[config.mk]
export PLATFORM = sky130hd
export DESIGN_NAME = pel_regs_top
export DESIGN_NICKNAME = d
export VERILOG_FILES = /design/src/pel_pkg.sv /design/src/pel_regbus_if.sv /design/src/pel_smi_slave.sv /design/src/pel_regs_top.sv
export VERILOG_INCLUDE_DIRS = /design/src
export SDC_FILE = /design/constraint.sdc
export NUM_CORES = 1
export LEC_CHECK = 0
export ABC_CLOCK_PERIOD_IN_PS = 3630
export BUFFER_PORTS_ARGS = -buffer_cell sky130_fd_sc_hd__buf_2
export CAP_MARGIN = 20
export CORE_MARGIN = 2
export CORE_UTILIZATION = 60
export CTS_CLUSTER_SIZE = 25
export DETAILED_ROUTE_END_ITERATION = 10
export PLACE_DENSITY = 0.88
export REMOVE_ABC_BUFFERS = 1
export SLEW_MARGIN = 10
export SYNTH_ARGS = -nofsm -noshare
export SYNTH_HDL_FRONTEND = slang
export SYNTH_HIERARCHICAL = 1
export SYNTH_SLANG_ARGS = --single-unit
[constraint.sdc]
create_clock -name core_clk -period 3.63 [get_ports core_clk]
set_input_delay 0.5445 -clock core_clk [delete_from_list [all_inputs] [get_ports core_clk]]
set_output_delay 0.5445 -clock core_clk [all_outputs]
set_load 0.02 [all_outputs]
[src/pel_consts.svh]
`ifndef PEL_CONSTS_SVH
`define PEL_CONSTS_SVH
// register indexes on the management port
`define PEL_IDX_GCAP 5'h0f
`define PEL_IDX_LCTL 5'h10
`define PEL_IDX_MODE 5'h11
`define PEL_IDX_SMOD 5'h12
// values, reset values and writable masks
`define PEL_GCAP_VALUE 16'h3000
`define PEL_LCTL_RST 16'h0020
`define PEL_LCTL_WMASK 16'h033d
`define PEL_MODE_RST 16'h0040
`define PEL_MODE_WMASK 16'hf0e0
`define PEL_SMOD_WMASK 16'h001f
// link control fields
`define PEL_LC_SOPT_HI 9
`define PEL_LC_SOPT_LO 8
`define PEL_LC_LBT_HI 5
`define PEL_LC_LBT_LO 4
`define PEL_LC_LBE 3
`define PEL_LC_POD 2
`define PEL_LC_LOGIC_RESET_TRIGGER 0
// mode control fields
`define PEL_MD_EDS 15
`define PEL_MD_FAST 14
`define PEL_MD_EDPD 13
`define PEL_MD_NLP 12
`define PEL_MD_SOE 7
`define PEL_MD_NPE 6
`define PEL_MD_MDIXD 5
// speed optimizer attempt counts per code
`define PEL_SOPT_ATT0 3'h7
`define PEL_SOPT_ATT1 3'h5
`define PEL_SOPT_ATT2 3'h4
`define PEL_SOPT_ATT3 3'h3
// management frame
`define PEL_PRE_LEN 6'h20
`define PEL_OP_RD 2'h2
`define PEL_OP_WR 2'h1
`define PEL_ADR_LAST 6'h09
`define PEL_DATA_LAST 6'h0f
`define PEL_DATA_END 6'h10
`endif

[src/pel_pkg.sv]
package pel_pkg;
  typedef logic [4:0] pel_addr_t;
  typedef logic [15:0] pel_word_t;
  typedef enum logic [2:0] {
    S_PRE, S_ST, S_OP, S_ADR, S_TA, S_RDATA, S_WDATA
  } pel_smi_state_t;
endpackage : pel_pkg

[src/pel_regbus_if.sv]
`timescale 1ns/1ps
interface pel_regbus_if;
  import pel_pkg::*;
  logic mdc_s;
  logic mdio_s;
  logic mdio_o;
  logic mdio_oe;
  pel_addr_t addr;
  pel_addr_t phy_addr;
  logic wr_stb;
  pel_word_t wdata;
  pel_word_t rdata;
  modport smi (input mdc_s, input mdio_s, input rdata, input phy_addr,
               output mdio_o, output mdio_oe, output addr, output wr_stb, output wdata);
  modport regs (output mdc_s, output mdio_s, output rdata, output phy_addr,
                input mdio_o, input mdio_oe, input addr, input wr_stb, input wdata);
endinterface : pel_regbus_if

[src/pel_smi_slave.sv]
`timescale 1ns/1ps
`include "pel_consts.svh"
module pel_smi_slave (
  input wire logic core_clk,
  input wire logic reset,
  pel_regbus_if.smi bus
);
  import pel_pkg::*;
  pel_smi_state_t state_r, state_nxt;
  logic [5:0] cnt_r, cnt_nxt;
  logic [15:0] sh_r, sh_nxt;
  logic [1:0] op_r, op_nxt;
  pel_addr_t reg_r, reg_nxt;
  logic mdc_d_r;
  logic o_r, o_nxt, oe_r, oe_nxt, wr_r, wr_nxt;
  pel_word_t wdata_r, wdata_nxt;
  logic rise;
  logic [9:0] adr_word;

  // sampling on the rising mdc edge as seen in the core domain
  assign rise = bus.mdc_s & ~mdc_d_r;
  assign adr_word = {sh_r[8:0], bus.mdio_s};

  always_comb begin
    state_nxt = state_r;
    cnt_nxt = cnt_r;
    sh_nxt = sh_r;
    op_nxt = op_r;
    reg_nxt = reg_r;
    o_nxt = o_r;
    oe_nxt = oe_r;
    wr_nxt = 1'b0;
    wdata_nxt = wdata_r;
    if (rise) begin
      unique case (state_r)
        S_PRE: begin
          if (bus.mdio_s) begin
            cnt_nxt = (cnt_r == `PEL_PRE_LEN) ? cnt_r : 6'(cnt_r + 6'h01);
          end else if (cnt_r == `PEL_PRE_LEN) begin
            state_nxt = S_ST;
            cnt_nxt = 6'h00;
          end else begin
            cnt_nxt = 6'h00;
          end
        end
        S_ST: begin
          state_nxt = bus.mdio_s ? S_OP : S_PRE;
          cnt_nxt = 6'h00;
        end
        S_OP: begin
          op_nxt = {op_r[0], bus.mdio_s};
          cnt_nxt = 6'(cnt_r + 6'h01);
          if (cnt_r == 6'h01) begin
            state_nxt = S_ADR;
            cnt_nxt = 6'h00;
          end
        end
        S_ADR: begin
          sh_nxt = {sh_r[14:0], bus.mdio_s};
          cnt_nxt = 6'(cnt_r + 6'h01);
          if (cnt_r == `PEL_ADR_LAST) begin
            cnt_nxt = 6'h00;
            reg_nxt = adr_word[4:0];
            // foreign address or bad opcode: drop the frame, stay off the line
            if (adr_word[9:5] == bus.phy_addr &&
                (op_r == `PEL_OP_RD || op_r == `PEL_OP_WR)) begin
              state_nxt = S_TA;
            end else begin
              state_nxt = S_PRE;
            end
          end
        end
        S_TA: begin
          if (op_r == `PEL_OP_RD) begin
            oe_nxt = 1'b1;
            o_nxt = 1'b0;
            sh_nxt = bus.rdata;
            state_nxt = S_RDATA;
            cnt_nxt = 6'h00;
          end else begin
            cnt_nxt = 6'(cnt_r + 6'h01);
            if (cnt_r == 6'h01) begin
              state_nxt = S_WDATA;
              cnt_nxt = 6'h00;
            end
          end
        end
        S_RDATA: begin
          if (cnt_r == `PEL_DATA_END) begin
            oe_nxt = 1'b0;
            o_nxt = 1'b0;
            state_nxt = S_PRE;
            cnt_nxt = 6'h00;
          end else begin
            o_nxt = sh_r[15];
            sh_nxt = {sh_r[14:0], 1'b0};
            cnt_nxt = 6'(cnt_r + 6'h01);
          end
        end
        S_WDATA: begin
          sh_nxt = {sh_r[14:0], bus.mdio_s};
          cnt_nxt = 6'(cnt_r + 6'h01);
          if (cnt_r == `PEL_DATA_LAST) begin
            wr_nxt = 1'b1;
            wdata_nxt = {sh_r[14:0], bus.mdio_s};
            state_nxt = S_PRE;
            cnt_nxt = 6'h00;
          end
        end
      endcase
    end
  end

  always_ff @(posedge core_clk) begin
    if (reset) begin
      state_r <= S_PRE;
      cnt_r <= 6'h00;
      sh_r <= 16'h0000;
      op_r <= 2'h0;
      reg_r <= 5'h00;
      mdc_d_r <= 1'b0;
      o_r <= 1'b0;
      oe_r <= 1'b0;
      wr_r <= 1'b0;
      wdata_r <= 16'h0000;
    end else begin
      state_r <= state_nxt;
      cnt_r <= cnt_nxt;
      sh_r <= sh_nxt;
      op_r <= op_nxt;
      reg_r <= reg_nxt;
      mdc_d_r <= bus.mdc_s;
      o_r <= o_nxt;
      oe_r <= oe_nxt;
      wr_r <= wr_nxt;
      wdata_r <= wdata_nxt;
    end
  end

  assign bus.mdio_o = o_r;
  assign bus.mdio_oe = oe_r;
  assign bus.addr = reg_r;
  assign bus.wr_stb = wr_r;
  assign bus.wdata = wdata_r;
endmodule : pel_smi_slave

[src/pel_regs_top.sv]
`timescale 1ns/1ps
`include "pel_consts.svh"
// Contract
// - capability bits 15 and 14 read zero, no 1000BASE-X support.
// - capability bits 13 and 12 read one, 1000BASE-T full and half.
// - link control 9:8 picks failed attempts before downshift: 7, 5, 4, 3.
// - mode bit 7 enables the speed optimizer, reset zero.
// - link control 5:4 picks idle error threshold, reset code 10.
// - link fails on threshold only while link control bit 3 is set.
// - link control bit 2 disables power optimization, reset zero.
// - writing one to link control bit 0 pulses a logic reset.
// - link control bit 0 is never cleared by hardware.
// - mode bit 15 selects short energy detect, reset zero.
// - mode bit 14 puts 10BASE-T in fast test mode, reset zero.
// - mode bit 13 enables energy detect power-down, reset zero.
// - mode bit 12 keeps link pulses during power-down, reset zero.
// - mode bit 6 allows next pages, reset one.
// - mode bit 5 disables automatic crossover, reset zero.
// - frames are accepted only for the five-bit address held at bits 4:0.
module pel_regs_top (
  input wire logic core_clk,
  input wire logic reset,
  input wire logic mdc,
  input wire logic mdio_i,
  output logic mdio_o,
  output logic mdio_oe,
  input wire pel_pkg::pel_addr_t addr_strap,
  input wire logic an_attempt_failed,
  input wire logic [3:0] idle_err_over,
  output logic logic_reset_pulse,
  output logic link_fail,
  output logic speed_downshift,
  output logic power_opt_disable,
  output logic short_energy_detect_select,
  output logic ten_meg_test_mode,
  output logic energy_detect_powerdown_enable,
  output logic ed_powerdown_nlp_enable,
  output logic speed_opt_enable,
  output logic next_page_enable,
  output logic auto_mdix_disable,
  output pel_pkg::pel_addr_t management_port_address
);
  import pel_pkg::*;

  pel_regbus_if bus ();

  logic mdc_s1_r, mdc_s2_r, mdio_s1_r, mdio_s2_r;
  pel_addr_t strap_s1_r, strap_s2_r;
  pel_word_t lctl_r, lctl_nxt, mode_r, mode_nxt;
  pel_addr_t addr_r, addr_nxt;
  logic loaded_r, loaded_nxt;
  logic logic_reset_trigger_r, logic_reset_trigger_nxt;
  logic [2:0] sopt_cnt_r, sopt_cnt_nxt;
  logic down_r, down_nxt, fail_r, fail_nxt;

  function automatic logic [2:0] attempt_limit(input logic [1:0] sel);
    logic [2:0] lim;
    lim = `PEL_SOPT_ATT0;
    unique case (sel)
      2'h0: lim = `PEL_SOPT_ATT0;
      2'h1: lim = `PEL_SOPT_ATT1;
      2'h2: lim = `PEL_SOPT_ATT2;
      2'h3: lim = `PEL_SOPT_ATT3;
    endcase
    return lim;
  endfunction : attempt_limit

  function automatic pel_word_t read_word(input pel_addr_t a, input pel_word_t lc,
                                          input pel_word_t md, input pel_addr_t pa);
    pel_word_t w;
    w = 16'h0000;
    unique case (a)
      `PEL_IDX_GCAP: w = `PEL_GCAP_VALUE;
      `PEL_IDX_LCTL: w = lc & `PEL_LCTL_WMASK;
      `PEL_IDX_MODE: w = md & `PEL_MODE_WMASK;
      `PEL_IDX_SMOD: w = {11'h000, pa};
      default: w = 16'h0000;
    endcase
    return w;
  endfunction : read_word

  // pins are asynchronous to core_clk; first stage feeds only the second
  always_ff @(posedge core_clk) begin
    mdc_s1_r <= mdc;
    mdc_s2_r <= mdc_s1_r;
    mdio_s1_r <= mdio_i;
    mdio_s2_r <= mdio_s1_r;
    strap_s1_r <= addr_strap;
    strap_s2_r <= strap_s1_r;
  end

  assign bus.mdc_s = mdc_s2_r;
  assign bus.mdio_s = mdio_s2_r;
  assign bus.phy_addr = addr_r;
  assign bus.rdata = read_word(bus.addr, lctl_r, mode_r, addr_r);

  pel_smi_slave u_smi (
    .core_clk(core_clk),
    .reset(reset),
    .bus(bus.smi)
  );

  always_comb begin
    lctl_nxt = lctl_r;
    mode_nxt = mode_r;
    addr_nxt = addr_r;
    loaded_nxt = 1'b1;
    logic_reset_trigger_nxt = 1'b0;
    // strap caught once, first cycle after release
    if (!loaded_r) begin
      addr_nxt = strap_s2_r;
    end
    if (bus.wr_stb) begin
      unique case (bus.addr)
        `PEL_IDX_LCTL: begin
          // bit 0 keeps what was written; nothing here ever clears it
          lctl_nxt = bus.wdata & `PEL_LCTL_WMASK;
          logic_reset_trigger_nxt = bus.wdata[`PEL_LC_LOGIC_RESET_TRIGGER];
        end
        `PEL_IDX_MODE: mode_nxt = bus.wdata & `PEL_MODE_WMASK;
        `PEL_IDX_SMOD: addr_nxt = bus.wdata[4:0];
        default: lctl_nxt = lctl_r;
      endcase
    end
  end

  always_ff @(posedge core_clk) begin
    if (reset) begin
      lctl_r <= `PEL_LCTL_RST;
      mode_r <= `PEL_MODE_RST;
      addr_r <= 5'h00;
      loaded_r <= 1'b0;
      logic_reset_trigger_r <= 1'b0;
    end else begin
      lctl_r <= lctl_nxt;
      mode_r <= mode_nxt;
      addr_r <= addr_nxt;
      loaded_r <= loaded_nxt;
      logic_reset_trigger_r <= logic_reset_trigger_nxt;
    end
  end

  // speed optimizer and link break; logic reset clears these, not the registers
  always_comb begin
    sopt_cnt_nxt = sopt_cnt_r;
    down_nxt = 1'b0;
    fail_nxt = lctl_r[`PEL_LC_LBE] & idle_err_over[lctl_r[`PEL_LC_LBT_HI:`PEL_LC_LBT_LO]];
    if (!mode_r[`PEL_MD_SOE]) begin
      sopt_cnt_nxt = 3'h0;
    end else if (an_attempt_failed) begin
      if (3'(sopt_cnt_r + 3'h1) >= attempt_limit(lctl_r[`PEL_LC_SOPT_HI:`PEL_LC_SOPT_LO])) begin
        sopt_cnt_nxt = 3'h0;
        down_nxt = 1'b1;
      end else begin
        sopt_cnt_nxt = 3'(sopt_cnt_r + 3'h1);
      end
    end
    if (logic_reset_trigger_r) begin
      sopt_cnt_nxt = 3'h0;
      down_nxt = 1'b0;
      fail_nxt = 1'b0;
    end
  end

  always_ff @(posedge core_clk) begin
    if (reset) begin
      sopt_cnt_r <= 3'h0;
      down_r <= 1'b0;
      fail_r <= 1'b0;
    end else begin
      sopt_cnt_r <= sopt_cnt_nxt;
      down_r <= down_nxt;
      fail_r <= fail_nxt;
    end
  end

  assign mdio_o = bus.mdio_o;
  assign mdio_oe = bus.mdio_oe;
  assign logic_reset_pulse = logic_reset_trigger_r;
  assign link_fail = fail_r;
  assign speed_downshift = down_r;
  assign power_opt_disable = lctl_r[`PEL_LC_POD];
  assign short_energy_detect_select = mode_r[`PEL_MD_EDS];
  assign ten_meg_test_mode = mode_r[`PEL_MD_FAST];
  assign energy_detect_powerdown_enable = mode_r[`PEL_MD_EDPD];
  assign ed_powerdown_nlp_enable = mode_r[`PEL_MD_NLP];
  assign speed_opt_enable = mode_r[`PEL_MD_SOE];
  assign next_page_enable = mode_r[`PEL_MD_NPE];
  assign auto_mdix_disable = mode_r[`PEL_MD_MDIXD];
  assign management_port_address = addr_r;
endmodule : pel_regs_top

# Yosys cells after proc, flatten, opt, wreduce, memory -nomap -nowiden
# Cells that the tools add are included.
dict set report totals {
  ff_bits 92
  input_bits 14
  output_inout_bits 18
  wordCells 131
}
dict set report classes {
  add_sub_neg 2
  order_cmp 2
  n_eq_ne 31
  n_mux 41
  n_bitwise 9
  reduce_logical 22
}
# op n
set ops {}
lappend ops {{$pmux 16 s4} 1}
lappend ops {{$pmux 16 s3} 1}
lappend ops {{$mux 6} 7}
lappend ops {{$pmux 6 s7} 1}
lappend ops {{$mux 3} 12}
lappend ops {{$mux 16} 2}
lappend ops {{$pmux 3 s7} 1}
lappend ops {{$eq 5x5->1 const B} 3}
lappend ops {{$mux 5} 3}
lappend ops {{$eq 6x4->1 const B} 2}
lappend ops {{$ne 2x1->1 const B} 6}
lappend ops {{$pmux 3 s4} 1}
lappend ops {{$eq 3x3->1 const B} 3}
lappend ops {{$reduce_and 3->1} 3}
lappend ops {{$reduce_or 3->1} 3}
lappend ops {{$mux 1} 8}
lappend ops {{$reduce_and 2->1} 4}
lappend ops {{$reduce_and 4->1} 2}
lappend ops {{$reduce_and 8->1} 1}
lappend ops {{$not 1->1} 7}
lappend ops {{$add 6x1->6 const B} 1}
lappend ops {{$eq 2x2->1 const B} 3}
lappend ops {{$eq 3x2->1 const B} 2}
lappend ops {{$eq 6x1->1 const B} 1}
lappend ops {{24 further kinds} 29}

# Depth between registers and ports, before layout
dict set report logic_depth {
  depth_word 6
  depth_mapped 8
}

# Cells and area by module
# The synthesis kept the hierarchy.
# mod n_inst cells_each area_each_um2
set by_module_without_submodules {}
lappend by_module_without_submodules {pel_smi_slave 1 298 2638.8}
lappend by_module_without_submodules {pel_regs_top 1 148 1594.0}

# Least setup slack after synthesis
# OpenSTA, ideal clock, no wires.
dict set report synth_timing {
  kind {reg-to-reg}
  from {register u_smi.cnt_r[0]}
  to {register u_smi.state_r[2]}
  arrival_ns 1.807
  setup_slack_ns 1.695
  path_stages_with_launch 8
  period_less_slack_ns 1.935
  path_cell_list {dfxtp_1 ha_1 or3b_4 o311ai_1 o211ai_1 buf_6 o311ai_4 o31ai_1}
}
dict set report synth_between {
  elab_chain_len 3
}
# element line_no
set synth_lines {}
lappend synth_lines {{start, declared} pel_smi_slave.sv:10} ;# logic [5:0] cnt_r, cnt_nxt;
lappend synth_lines {{start signal, assigned} pel_smi_slave.sv:128} ;# cnt_r <= cnt_nxt;
lappend synth_lines {{$eq 6x1->1 (tied with other cells)} {pel_smi_slave.sv:53, pel_smi_slave.sv:82}}
lappend synth_lines {{$ne 3x1->1 (no line) / $ne 2x1->1 (equally long branches)} --}
lappend synth_lines {{$reduce_and 8->1 (no line) *} --}
lappend synth_lines {{end signal, assigned} pel_smi_slave.sv:127} ;# state_r <= state_nxt;
lappend synth_lines {{end, declared} pel_smi_slave.sv:9} ;# pel_smi_state_t state_r, state_nxt;
# Mark *: on every way between the ends. The rest lies on a longest branch, timed or not.
# A chain may end at the register's enable or synchronous reset.

# Final worst setup path
dict set report layout_timing {
  from {register u_smi.state_r[2]}
  to {register u_smi.cnt_r[4]}
}
dict set report layout_between {
  elab_chain_len 3
}
# element line_no
set layout_lines {}
lappend layout_lines {{$logic_not 3->1} pel_smi_slave.sv:35} ;# unique case (state_r)
lappend layout_lines {{$ne 3x3->1 (no line)} --}
lappend layout_lines {{$reduce_and 2->1 (no line)} --}
# Parallel ways exist; a longest one is shown, timed or not.

==> metrics.cfg <==
[power]
p_comb_share_pct = 3.7
finalPower_mw = 1.70
p_leak_nw = 1.84
clock_power_share_pct = 36.9
p_int_mw = 1.28
p_switching_mw = 0.424
swShare_pct = 24.9
p_per_area_mw_per_mm2 = 378
peakVddDrop_uv = 343
pwr-share-seq_pct = 59.4

[clocking]
clk_pin_slew_ps = 90
post_cts_buffers = 0
numCtsBuffers = 9
cts_sinks = 90
insertion_delay_ps = 360
cts_root_buffer = clkbuf_8
cts_tree = done
cts_buffer_depth = 2
post_cts_resized = 0
cts_hold_buf = 0
htree_num_levels = 3

[logic_synthesis]
netlist_instances = 440
syn-cell-area_mm2 = 0.00417
syn_avg_cell_area_um2 = 9.47
synth.yosys.warnings = 6

[route]
ant_nets = 0
route.detailed.drc = 0
first_pass_iters = 5
routed_wl_mm = 9.04
vias = 3368
drt_iter0_drc = 348
post_drt_wl_per_cell_um = 16.7
routed_via_density = 6.21

[timing]
fin_tns_setup_ps = 0
worst_pin_slew_ps = 1160
setup_viol = 0
maxSlewHeadroom_pct = 22.8
finalCritPeriodShare_pct = 71.4
finClkSkew_ps = 13.5
finalWorstSetupSlack_ps = 1040
slew_violations = 0
fmax_mhz = 386
rsz0062_at_grt = no
hold_viol = 0
period_needed_ps = 2590

[die]
die_area_mm2 = 0.00762
die_h_um = 87.3
core_mm2 = 0.00676
num_rows = 30
num_io_pins = 32
die_w_um = 87.3
start_util_pct = 61.6

[setup_path]
crit_required_ps = 3890
start_kind = register
crit_arrival_ps = 2850
endpoint_kind = register
criticalPathCategory = reg -> reg
critPathMaxFanout = 15

[outcome]
status = complete, no violations

[finish]
final_util_pct = 66.6
syn_to_final_growth_pct = 7.99
diodes = 0
fin_nets = 481
drive_gt1_share_pct = 14.9

[worst_hold_path]
worstHoldPathType = in -> reg

[global_route]
grt_max_degree = 39
gr-total-overflow = 0
grt_use_total_pct = 24.9
antenna_found_initial = 0
grt_pass1_wl_mm = 15.0
first_global_vias = 3195

[placed_design]
place_ws_ps = 1030
routabilityCongestion = 0.854
dp.final_hpwl_mm = 6.05
portBuffers = 31

[flow_run]
max_cap_violations = 0

## placed cells by master, fill, tap and decap left out, types with 3 or more instances in the layout
cell type	instances
nand3b_1	3
a22o_1	4
buf_2	31
o21ai_0	4
a211oi_1	21
o21ai_1	7
inv_1	12
and3_1	8
a21oi_1	13
nor3_1	10
nand4_1	5
xor2_1	4
dfxtp_1	90
nand2b_1	7
nor2b_1	3
ha_1	10
o211ai_1	4
o31ai_1	5
mux2i_1	51
a31oi_1	3
o311ai_1	3
nor2_1	60
nand3_1	9
o22ai_1	3
nor4_1	3
nand2_1	19
nor3b_1	3
nor4b_1	3
clkbuf_8	9
buf_4	3
## registers in the layout, summed over array words and instances, names as in the netlist, 5 cells and up
| signal | flops |
|---|---|
| u_smi/sh_r | 16 |
| u_smi/bus.wdata | 14 |
| lctl_r | 7 |
| mode_r | 7 |
| u_smi/cnt_r | 6 |
| management_port_address | 5 |
| strap_s1_r | 5 |
| strap_s2_r | 5 |
| u_smi/bus.addr | 5 |
## per-stage QoR
stage / hold slack [ps] / std cells / cell area, µm²
CTS: 278 / 541 / 4480
floorplan: 310 / 411 / 4020
global route: 268 / 542 / 4500
global placement: 311 / 525 / 4310
detailed placement: 315 / 525 / 4310
finish: 287 / 542 / 4500
## power groups by stage
stage	clock network (mW)	registers (mW)	logic, mW
after floorplan	0	1.03	0.0264
after global placement	0	1.03	0.0587
after detailed placement	0	1.03	0.0608
after CTS	0.628	1.01	0.0616
after global routing	0.673	1.01	0.0673
final	0.628	1.01	0.0623
## critical path: stages (launching register included)
cell and delay [ps]:
dfxtp_1 650, and2b_1 320, o31ai_1 160, o211ai_1 870, nor2_1 140, o41ai_1 370
## area by class of cell
class / count / area, µm²
multi-input combinational: 307 / 2170
sequential: 90 / 1800
clock buffer: 9 / 124
fill: 521 / 2260
timing repair buffer: 35 / 193
tap: 80 / 100
inverter: 14 / 52.6
clock inverter: 7 / 53.8
## layer usage
metal,GRT usage [%],vias to the layer above,wire length (µm)
met3,4.45,10,573
met2,41.6,142,4390
met1,32.2,1600,3960
met5,0,-,0
li1,-,1616,-
met4,9.09,0,109
## final timing paths
check        cells after the start              from             end  slack (ps)
max                              5  u_smi/state_r[2]  u_smi/cnt_r[4]        1040
min                              1     addr_strap[4]   strap_s1_r[4]         290
max reg2reg                      5  u_smi/state_r[2]  u_smi/cnt_r[4]        1040
min reg2reg                      0          mdc_s1_r       bus.mdc_s         330
(Power assumes the default switching activity.)
